==> config.mk <==
export PLATFORM = sky130hd
export DESIGN_NAME = asp_sram_host
export DESIGN_NICKNAME = d
export VERILOG_FILES = /design/src/verilog/asp_pkg.sv /design/src/verilog/asp_wait_timer.sv /design/src/verilog/asp_sram_host.sv
export VERILOG_INCLUDE_DIRS = /design/src /design/src/verilog
export SDC_FILE = /design/constraint.sdc
export NUM_CORES = 1
export LEC_CHECK = 0
export ABC_CLOCK_PERIOD_IN_PS = 6600
export BUFFER_PORTS_ARGS = -buffer_cell sky130_fd_sc_hd__buf_4
export CORE_ASPECT_RATIO = 0.8
export CORE_UTILIZATION = 53
export DETAILED_ROUTE_END_ITERATION = 6
export GPL_TIMING_DRIVEN = 0
export PLACE_DENSITY = 0.85
export SYNTH_ARGS = -nofsm -noshare
export SYNTH_HDL_FRONTEND = slang
export SYNTH_SLANG_ARGS = --single-unit
==> constraint.sdc <==
create_clock -name clk -period 6.6 [get_ports clk]
set_input_delay 1.32 -clock clk [delete_from_list [all_inputs] [get_ports clk]]
set_output_delay 1.32 -clock clk [all_outputs]
set_load 0.02 [all_outputs]
==> src/verilog/asp_consts.svh <==
`ifndef ASP_CONSTS_SVH
`define ASP_CONSTS_SVH

// ----------------------------------------------------------------
// Widths of the memory port and of the wait timer count
// ----------------------------------------------------------------
`define ASP_ADDR_W          13
`define ASP_DATA_W          8
`define ASP_CNT_W           3

// ----------------------------------------------------------------
// Clock and least memory times, in ns
// ----------------------------------------------------------------
`define ASP_CLK_PERIOD_NS   50
`define ASP_T_RC_FAST_NS    100
`define ASP_T_RC_SLOW_NS    120
`define ASP_T_WP_FAST_NS    60
`define ASP_T_WP_SLOW_NS    70
`define ASP_T_CW_FAST_NS    80
`define ASP_T_CW_SLOW_NS    85

// Least time rounded up to whole clock cycles
`define ASP_CYC_MIN(ns)     (((ns) + `ASP_CLK_PERIOD_NS - 1) / `ASP_CLK_PERIOD_NS)
`define ASP_MAX(a, b)       (((a) > (b)) ? (a) : (b))

// Strobe-active cycles: read access equals read cycle time
`define ASP_RD_FAST_CYC     `ASP_CYC_MIN(`ASP_T_RC_FAST_NS)
`define ASP_RD_SLOW_CYC     `ASP_CYC_MIN(`ASP_T_RC_SLOW_NS)
`define ASP_WR_FAST_CYC     `ASP_CYC_MIN(`ASP_MAX(`ASP_T_WP_FAST_NS, `ASP_T_CW_FAST_NS))
`define ASP_WR_SLOW_CYC     `ASP_CYC_MIN(`ASP_MAX(`ASP_T_WP_SLOW_NS, `ASP_T_CW_SLOW_NS))

// ----------------------------------------------------------------
// Pin patterns {chipSelectN, chipSelectHi, outputGateN, writeStrobeN}
// ----------------------------------------------------------------
`define ASP_PINS_IDLE       4'b1011
`define ASP_PINS_READ       4'b0101
`define ASP_PINS_WRITE      4'b0110
`define ASP_PINS_HOLD_SELN  4'b1110
`define ASP_PINS_HOLD_SELHI 4'b0010
`define ASP_PINS_HOLD_STRB  4'b0111

`define ASP_ADDR_RST        13'h0000
`define ASP_DATA_RST        8'h00
`define ASP_CNT_ONE         3'h1
`define ASP_CNT_ZERO        3'h0

`endif

==> src/verilog/asp_pkg.sv <==
package asp_pkg;

  // ----------------------------------------------------------------
  // Controller sequence states
  // ----------------------------------------------------------------
  typedef enum logic [3:0] {
    ST_IDLE   = 4'b0001,
    ST_SETUP  = 4'b0010,
    ST_ACTIVE = 4'b0100,
    ST_END    = 4'b1000
  } asp_state_e;

  // ----------------------------------------------------------------
  // Which pin carries the write pulse
  // ----------------------------------------------------------------
  typedef enum logic [2:0] {
    WM_SEL_N  = 3'b001,
    WM_SEL_HI = 3'b010,
    WM_STROBE = 3'b100
  } asp_wmode_e;

  typedef logic [3:0] asp_pins_t;

endpackage

==> src/verilog/asp_wait_timer.sv <==
`timescale 1ns/1ps
`include "asp_consts.svh"

// Down counter that times how long the strobes stay asserted
module asp_wait_timer
  import asp_pkg::*;
(
  // Clocking
  input  wire logic                  clk,
  input  wire logic                  resetn,
  input  wire logic                  ce,
  // Control
  input  wire logic                  load,
  input  wire logic [`ASP_CNT_W-1:0] loadValue,
  // Status
  output logic                       lastCycle
);

  logic [`ASP_CNT_W-1:0] count;

  // Load wins; otherwise count down and rest at zero
  always_ff @(posedge clk or negedge resetn) begin
    if (!resetn) begin
      count <= `ASP_CNT_ZERO;
    end else if (ce) begin
      if (load) begin
        count <= loadValue;
      end else if (count != `ASP_CNT_ZERO) begin
        count <= count - `ASP_CNT_ONE;
      end
    end
  end

  // High in the final cycle of the timed window
  assign lastCycle = (count == `ASP_CNT_ONE);

endmodule

==> src/verilog/asp_sram_host.sv <==
`timescale 1ns/1ps
`include "asp_consts.svh"

// How it works
// - Keep write strobe high during reads
// - Select-low write: hold others, pulse select-low
// - Select-high write: hold others, pulse select-high
// - Strobe write: hold selects, pulse write strobe
// - Read select and gate held 100 or 150 ns (two or three cycles)
// - Write overlap 100 ns (two cycles) in both grades
module asp_sram_host
  import asp_pkg::*;
(
  // Clocking and reset
  input  wire logic                   clk,
  input  wire logic                   resetn,
  input  wire logic                   ce,
  // Configuration
  input  wire logic                   gradeSlow,
  input  wire asp_wmode_e             writeMode,
  // Request side
  input  wire logic                   reqValid,
  input  wire logic                   reqWrite,
  input  wire logic [`ASP_ADDR_W-1:0] reqAddr,
  input  wire logic [`ASP_DATA_W-1:0] reqData,
  output logic                        reqReady,
  // Answer side
  output logic                        rspValid,
  output logic [`ASP_DATA_W-1:0]      rspData,
  // Memory control pins
  output logic                        chipSelectN,
  output logic                        chipSelectHi,
  output logic                        outputGateN,
  output logic                        writeStrobeN,
  // Memory address and data pins
  output logic [`ASP_ADDR_W-1:0]      addrBus,
  input  wire logic [`ASP_DATA_W-1:0] dataPinsIn,
  output logic [`ASP_DATA_W-1:0]      dataPinsOut,
  output logic                        dataPinsOe
);

  // ----------------------------------------------------------------
  // Pin pattern decode
  // ----------------------------------------------------------------

  // Strobe levels for a state of the sequence; held pins stay put
  // through setup and end so only one pin makes the pulse
  function automatic asp_pins_t pinLevels(input asp_state_e st,
                                          input logic       isWrite,
                                          input asp_wmode_e mode);
    asp_pins_t pins;
    pins = `ASP_PINS_IDLE;
    if (st == ST_ACTIVE) begin
      // Read keeps strobe high, write keeps gate high
      pins = isWrite ? `ASP_PINS_WRITE : `ASP_PINS_READ;
    end else if (isWrite && (st == ST_SETUP || st == ST_END)) begin
      unique case (mode)
        WM_SEL_N:  pins = `ASP_PINS_HOLD_SELN;
        WM_SEL_HI: pins = `ASP_PINS_HOLD_SELHI;
        WM_STROBE: pins = `ASP_PINS_HOLD_STRB;
        default:   pins = `ASP_PINS_IDLE;
      endcase
    end
    return pins;
  endfunction

  // Strobe-active length for the latched grade and direction
  function automatic logic [`ASP_CNT_W-1:0] activeCycles(input logic slow,
                                                         input logic isWrite);
    logic [`ASP_CNT_W-1:0] n;
    if (isWrite) begin
      n = slow ? `ASP_CNT_W'(`ASP_WR_SLOW_CYC) : `ASP_CNT_W'(`ASP_WR_FAST_CYC);
    end else begin
      n = slow ? `ASP_CNT_W'(`ASP_RD_SLOW_CYC) : `ASP_CNT_W'(`ASP_RD_FAST_CYC);
    end
    return n;
  endfunction

  // ----------------------------------------------------------------
  // State and request holding registers
  // ----------------------------------------------------------------

  asp_state_e            state;
  asp_state_e            next_state;
  logic                  curWrite;
  logic                  curSlow;
  asp_wmode_e            curMode;
  logic                  lastCycle;
  logic                  accept;
  logic                  timerLoad;
  asp_pins_t             next_pins;

  // Only take a new request from idle
  assign reqReady  = (state == ST_IDLE);
  assign accept    = reqReady && reqValid && ce;
  assign timerLoad = (state == ST_SETUP);

  // ----------------------------------------------------------------
  // Sequence
  // ----------------------------------------------------------------

  // Setup, strobe window, one release cycle, then idle again
  always_comb begin
    next_state = state;
    unique case (state)
      ST_IDLE:   if (reqValid) next_state = ST_SETUP;
      ST_SETUP:  next_state = ST_ACTIVE;
      ST_ACTIVE: if (lastCycle) next_state = ST_END;
      ST_END:    next_state = ST_IDLE;
      default:   next_state = ST_IDLE;
    endcase
  end

  always_ff @(posedge clk or negedge resetn) begin
    if (!resetn) begin
      state <= ST_IDLE;
    end else if (ce) begin
      state <= next_state;
    end
  end

  // Strobe window timer; the count covers the memory's least time
  asp_wait_timer u_timer (
    .clk       (clk),
    .resetn    (resetn),
    .ce        (ce),
    .load      (timerLoad),
    .loadValue (activeCycles(curSlow, curWrite)),
    .lastCycle (lastCycle)
  );

  // ----------------------------------------------------------------
  // Request capture
  // ----------------------------------------------------------------

  // Latch direction, grade and mode so a mid-cycle change is harmless
  always_ff @(posedge clk or negedge resetn) begin
    if (!resetn) begin
      curWrite <= 1'b0;
      curSlow  <= 1'b0;
      curMode  <= WM_STROBE;
    end else if (accept) begin
      curWrite <= reqWrite;
      curSlow  <= gradeSlow;
      curMode  <= writeMode;
    end
  end

  // Address held from setup until the next accept
  always_ff @(posedge clk or negedge resetn) begin
    if (!resetn) begin
      addrBus <= `ASP_ADDR_RST;
    end else if (accept) begin
      addrBus <= reqAddr;
    end
  end

  // ----------------------------------------------------------------
  // Control pins
  // ----------------------------------------------------------------

  // Pins are registered from the next state, so no glitches reach them
  assign next_pins = pinLevels(next_state, accept ? reqWrite : curWrite,
                               accept ? writeMode : curMode);

  always_ff @(posedge clk or negedge resetn) begin
    if (!resetn) begin
      chipSelectN  <= 1'b1;
      chipSelectHi <= 1'b0;
      outputGateN  <= 1'b1;
      writeStrobeN <= 1'b1;
    end else if (ce) begin
      // Idle pattern deselects; memory then ignores the other pins
      {chipSelectN, chipSelectHi, outputGateN, writeStrobeN} <= next_pins;
    end
  end

  // ----------------------------------------------------------------
  // Data pins
  // ----------------------------------------------------------------

  // Drive only on writes; the gate stays high then, so the memory
  // output floats and the bus never sees two drivers
  always_ff @(posedge clk or negedge resetn) begin
    if (!resetn) begin
      dataPinsOut <= `ASP_DATA_RST;
      dataPinsOe  <= 1'b0;
    end else if (ce) begin
      if (accept) begin
        dataPinsOut <= reqData;
        dataPinsOe  <= reqWrite;
      end else if (state == ST_END) begin
        // Data held past the end of the overlap, then released
        dataPinsOe  <= 1'b0;
      end
    end
  end

  // ----------------------------------------------------------------
  // Read answer
  // ----------------------------------------------------------------

  // Sample at the edge closing the window, a full access time after
  // select, gate and address were all valid
  always_ff @(posedge clk or negedge resetn) begin
    if (!resetn) begin
      rspValid <= 1'b0;
      rspData  <= `ASP_DATA_RST;
    end else if (ce) begin
      rspValid <= 1'b0;
      if (state == ST_ACTIVE && lastCycle && !curWrite) begin
        rspValid <= 1'b1;
        rspData  <= dataPinsIn;
      end
    end
  end

endmodule

==> results of run 1 <==
[layer usage]
layer	vias up	wire length, um	part of all wire [%]	track usage (%)
li1	750	-	-	-
met1	800	1974	44	29.99
met2	60	2102	47	36.04
met3	4	351	7.9	8.503
met4	0	25	0.56	4.945
met5	-	0	0	0
[sequential cells by signal, indices dropped and copies added, names as in the netlist]
register	cells
curSlow	1
chipSelectHi	1
writeStrobeN	1
u_timer.count	3
state	4
rspData	8
curWrite	1
addrBus	13
curMode	3
dataPinsOut	8
chipSelectN	1
rspValid	1
outputGateN	1
dataPinsOe	1
[critical path: cells and delay by family, from the launching register on]
family / cells / cell delay (ns)
flip-flops: 1 / 0.52
AND/OR/NAND/NOR: 1 / 0.48
buffers and inverters: 4 / 0.54
[path summary, 6_finish.rpt]
kind,cells past startpoint,to,from
max in group asynchronous,1,rspData[5],resetn
hold reg to reg,2,chipSelectN,chipSelectN
setup reg to reg,6,writeStrobeN,state[0]
setup / recovery,5,reqReady,state[0]
min in group asynchronous,1,dataPinsOut[7],resetn
hold / removal,2,chipSelectN,chipSelectN
[power groups by stage]
stage          clock, W  combinational (W)  sequential, W
6_report       0.000178           0.000584       0.000488
2_1_floorplan         0           0.000265       0.000589
4_1_cts        0.000181           0.000588       0.000488
5_1_grt        0.000192           0.000624       0.000503
3_5_place_dp          0           0.000583       0.000493
3_3_place_gp          0           0.000573       0.000490
[synthesized netlist by cell type]
| library cell | instances |
|---|---|
| o21a_1 | 1 |
| o22ai_1 | 2 |
| ha_1 | 3 |
| nor2b_1 | 3 |
| and2_1 | 2 |
| dfstp_2 | 5 |
| o2bb2a_4 | 1 |
| a311oi_1 | 3 |
| nor3b_1 | 1 |
| dfrtp_1 | 42 |
| a31oi_1 | 3 |
| a21oi_1 | 2 |
| clkinv_4 | 1 |
| buf_6 | 3 |
| o22a_1 | 4 |
| nand3_1 | 5 |
| nor4_1 | 3 |
| a31o_2 | 1 |
| or4b_1 | 1 |
| nor2_8 | 1 |
| inv_1 | 6 |
| o2bb2a_1 | 2 |
| o21ai_0 | 3 |
| nor2_1 | 6 |
| a221oi_2 | 1 |
| xnor2_1 | 6 |
| mux2_2 | 35 |
| a32o_1 | 2 |
| nand2_1 | 5 |
| nor4b_1 | 1 |
| buf_2 | 1 |
| and4bb_2 | 1 |
| clkbuf_1 | 2 |
| mux2_4 | 1 |
| nand2b_1 | 4 |
[cell usage in the layout (no fill, tap or decap), types with 4 or more instances in the layout]
master | netlist | layout
nand2b_1 | 4 | 4
inv_1 | 6 | 6
o22a_1 | 4 | 4
dfstp_2 | 5 | 5
xnor2_1 | 6 | 6
clkbuf_8 | 0 | 5
mux2_2 | 35 | 35
dfrtp_1 | 42 | 42
nor2_1 | 6 | 6
nand3_1 | 5 | 5
nand2_1 | 5 | 5
buf_4 | 0 | 73
[layout make-up]
class | count | area, um2
Sequential cell | 47 | 1182
Clock buffer | 5 | 68.82
Fill cell | 284 | 977.2
Buffer | 6 | 46.29
Multi-Input combinational cell | 103 | 908.4
Tap cell | 55 | 68.82
Clock inverter | 3 | 22.52
Timing Repair Buffer | 73 | 548.0
Inverter | 7 | 31.28
[cell families after synthesis]
group,count (synthesis),share of synthesized area [%]
and+or+nand+nor,33,9.232
adders and majority gates,3,1.731
buffers and inverters,13,3.577
xor gates and xnor gates,6,2.424
DFF,47,54.53
muxes,36,18.87
AOI/OAI and AO/OA,25,9.636
[through the flow]
step           utilization (%)  std cells  power (W)  hold WS, ns  area, um2
2_1_floorplan                -        163  0.0008541       0.4803       2168
3_3_place_gp             72.27        291   0.001063       0.4705       2785
3_5_place_dp             72.27        291   0.001076       0.4762       2785
4_1_cts                  74.64        299   0.001257       0.4905       2877
5_1_grt                  74.64        299   0.001320       0.5251       2877
6_report                 74.64        299   0.001250       0.4869       2877
==> run metrics, run 1 <==
hold buffer count at cts 0; Critical Path AT 1.83 ns; Skew-Pair Late Insertion Delay 0.30 ns; net switching power 0.0004693 W; H-tree Lvls 2; Total Routed Length 4.453 mm; clk slew on worst S/H paths 0.09 ns; FMAX 317.2 MHz; switching power share of the total 37.55%; DRC Markers 0; Core Region 3854 um2; deepest clock path buffer count 2; 1st-iter DRT viols 72; static leakage 1.358 nW; Final Hold Viols 0; clock root cell clkbuf_8; Setup Viol. Count Final 0; run status finished, final reports clean; synth top area cells dfrtp_1 (48%), mux2_2 (18%), dfstp_2 (6.1%); half-perimeter wire length after placement 3.262 mm; RD Place Congestion 0.7625; CP startpoint kind flip-flop; first-pass GRT wire length 7.410 mm; number of global-route vias before repair 1605; final worst slack 3.447 ns; crit-path cells buf_2 > or4b_1 > buf_6 > clkinv_4 > buf_4; initial antenna violation count 0; RSZ-0062 raised after global routing no; layout cells sized above 1 54.10%; maximum VDD drop 0.2846 mV; Synth cell types 35; Slowest cell on crit path dfstp_2; # IOs 74; Max Cap Viol 0; largest net degree at the start of global routing 48; Syn Inst Count 163; synthesized area 2168 um2; Crit. End Element primary output; peak fanout along the critical path 9; internal power 0.0007804 W; Vias 1614; # clock sinks 47; Post-Route Skew 0.008075 ns; fin crit share 47.77%; fin. max-slew vios 0; Hold Crit Class flip-flop to flip-flop; Initial Utilization 56.27%; worst slew pin tran 0.8719 ns; DIE AREA 4353 um2; # rows 20; Slew headroom 41.06%; Mapped Nets 204; power share of the clock group 14.2%; final setup TNS 0 ns; post-cts sizing count 0; WL/cell 14.89 um; post-synthesis sequential area ratio 54.53%; Sequential Power Share 39.0%; CP Class flip-flop to primary output; TritonCTS clock tree yes; power density cells 434.5 nW/um2; post-synth top area share 48.47%; die height 59.21 um; max incr delay on CP 0.52 ns; die span in x 73.51 um; vias per cell 5.398; slack of the worst reg-to-reg path 4.36 ns; GR Overflow Total 0; CP required 5.28 ns; number of register bits inferred by synthesis 47; n_diodes 0; All-Layer GR Usage 22.70%; TritonRoute pass-1 iters 4; pre-CTS setup slack 3.798 ns; CTS Buf Count 5; syn_area_per_cell 13.30 um2; number of synthesis warnings 0; Port-buffer cells 73; min Tclk post-route 3.153 ns; Layout Nets 284; post-CTS setup buffers 0; number of routed nets with antenna violations 0; Comb pwr share 46.8%; Syn-to-layout area delta 32.66%; Synth area leader dfrtp_1
(Power assumes the default switching activity.)
==> inputs of run 2 (changes only) <==
--- a/config.mk
+++ b/config.mk
@@ -6,13 +6,13 @@
 export SDC_FILE = /design/constraint.sdc
 export NUM_CORES = 1
 export LEC_CHECK = 0
-export ABC_CLOCK_PERIOD_IN_PS = 6600
+export ABC_CLOCK_PERIOD_IN_PS = 2800
 export BUFFER_PORTS_ARGS = -buffer_cell sky130_fd_sc_hd__buf_4
 export CORE_ASPECT_RATIO = 0.8
-export CORE_UTILIZATION = 53
+export CORE_UTILIZATION = 45
 export DETAILED_ROUTE_END_ITERATION = 6
 export GPL_TIMING_DRIVEN = 0
-export PLACE_DENSITY = 0.85
+export PLACE_DENSITY = 0.77
 export SYNTH_ARGS = -nofsm -noshare
 export SYNTH_HDL_FRONTEND = slang
 export SYNTH_SLANG_ARGS = --single-unit
==> constraint.sdc (replaced) <==
create_clock -name clk -period 2.8 [get_ports clk]
set_input_delay 0.56 -clock clk [delete_from_list [all_inputs] [get_ports clk]]
set_output_delay 0.56 -clock clk [all_outputs]
set_load 0.02 [all_outputs]
==> run metrics, run 2 (same netlist as run 1, synthesis figures left out) <==
RSZ-0062 raised after global routing no; die span in x 79.61 um; crit-path cells buf_2 > or4b_1 > buf_6 > clkinv_4 > buf_4; FILL cells 371; DIE AREA 5102 um2; max reg flops 13; Hold Crit Class input pin to asynchronous set/reset pin; Layout Nets 284; Critical Path AT 1.79 ns; die height 64.09 um; CP Class flip-flop to primary output; Post-Route Skew 0.01020 ns; Total Routed Length 4.199 mm; TritonCTS clock tree yes; layout cells sized above 1 54.10%; fin. max-slew vios 0; most common cell after layout, fill and taps aside buf_4; # rows 22; Initial Utilization 47.17%; run status finished, final reports clean; post-cts sizing count 0; r2r worst-path depth 6; WL/cell 13.81 um; commonest non-fill, non-tap cells in the layout buf_4 (73), dfrtp_1 (42), mux2_2 (35); number of global-route vias before repair 1560; Seq. cell area 1182 um2; switching power share of the total 35.70%; half-perimeter wire length after placement 3.104 mm; first-pass GRT wire length 7.065 mm; n_diodes 0; CP required 2.24 ns; Crit. End Element primary output; H-tree Lvls 2; Setup Viol. Count Final 0; Sequential Power Share 38.1%; DRC Markers 0; worst slew pin tran 0.8728 ns; Total Power Consumption 0.003039 W; power share of the clock group 17.2%; final setup TNS 0 ns; Max Cap Viol 0; number of routed nets with antenna violations 0; clock root cell clkbuf_8; Core Region 4597 um2; top flop regs addrBus x13, dataPinsOut x8, rspData x8; 1st-iter DRT viols 52; deepest clock path buffer count 2; Multi-input gate area 908.4 um2; largest net degree at the start of global routing 48; # IOs 74; internal power 0.001954 W; Port-buffer cells 73; FMAX 425.0 MHz; power density cells 1043 nW/um2; static leakage 1.371 nW; post-CTS setup buffers 0; # clock sinks 47; fin crit share 84.03%; Skew-Pair Late Insertion Delay 0.30 ns; hold buffer count at cts 0; CP startpoint kind flip-flop; clk slew on worst S/H paths 0.09 ns; CTS Buf Count 5; RD Place Congestion 0.7731; initial antenna violation count 0; TritonRoute pass-1 iters 4; Slew headroom 40.99%; Slowest cell on crit path dfstp_2; Comb pwr share 44.7%; GR Overflow Total 0; Reg with most FFs addrBus; max incr delay on CP 0.51 ns; Final Hold Viols 0; vias per cell 5.171; All-Layer GR Usage 18.12%; Vias 1572; min Tclk post-route 2.353 ns; net switching power 0.001085 W; slack of the worst reg-to-reg path 0.59 ns; maximum VDD drop 0.6756 mV; peak fanout along the critical path 9; Syn-to-layout area delta 34.33%
[run 2: changes by cell type in the layout (fill, tap and decap cells not counted), sizes merged]
cell and delta:
clkbuf +1, bufinv +1, clkinv -2
[run 2: power groups by stage]
| stage | combinational, W | clock (W) | sequential, W |
|---|---|---|---|
| 6_report | 0.00136 | 0.000523 | 0.00116 |
| 5_1_grt | 0.00146 | 0.000564 | 0.00120 |
| 4_1_cts | 0.00137 | 0.000534 | 0.00116 |
| 3_5_place_dp | 0.00137 | 0 | 0.00116 |
| 3_3_place_gp | 0.00135 | 0 | 0.00115 |
| 2_1_floorplan | 0.000626 | 0 | 0.00139 |
[run 2: final cells by class]
class	count	share of cell area, %
buffer	6	1.589
clock buffer	6	2.835
clock inverter	2	1.332
inverter	7	1.074
multi-input combinational	103	31.19
sequential	47	40.59
tap	60	2.577
timing repair buffer	73	18.81
[run 2: worst max-delay path, delay by kind of cell, from the launching register on]
family        cells  cell delay, ns
buf+inv           4            0.52
flops             1            0.51
simple gates      1            0.46
[run 2: path summary, 6_finish.rpt]
kind,from,end
max in group asynchronous,resetn,chipSelectN
worst max-delay path,state[0],reqReady
worst min-delay path,resetn,addrBus[5]
min in group clk,chipSelectN,chipSelectN
worst min register to register,chipSelectN,chipSelectN
worst max register to register,state[0],writeStrobeN
[run 2: stage by stage]
stage                     utilization (%)  worst slack [ns]  cell area (um2)  hold WS, ns  std cells
after global routing                63.36            0.3931             2913       0.2956        304
after floorplan                         -            0.7298             2168       0.2644        163
final                               63.36            0.4471             2913       0.2422        304
after detailed placement            60.72            0.5957             2791       0.4785        296
after CTS                           63.36            0.4415             2913       0.2725        304
after global placement              60.72            0.6158             2791       0.4676        296
[run 2: routing by layer]
layer	vias up	global-route usage (%)	wire [um]
met5	-	0	0
met4	0	6.818	63
met3	4	6.143	277
met2	47	26.71	1856
met1	772	24.63	2001
li1	749	-	-
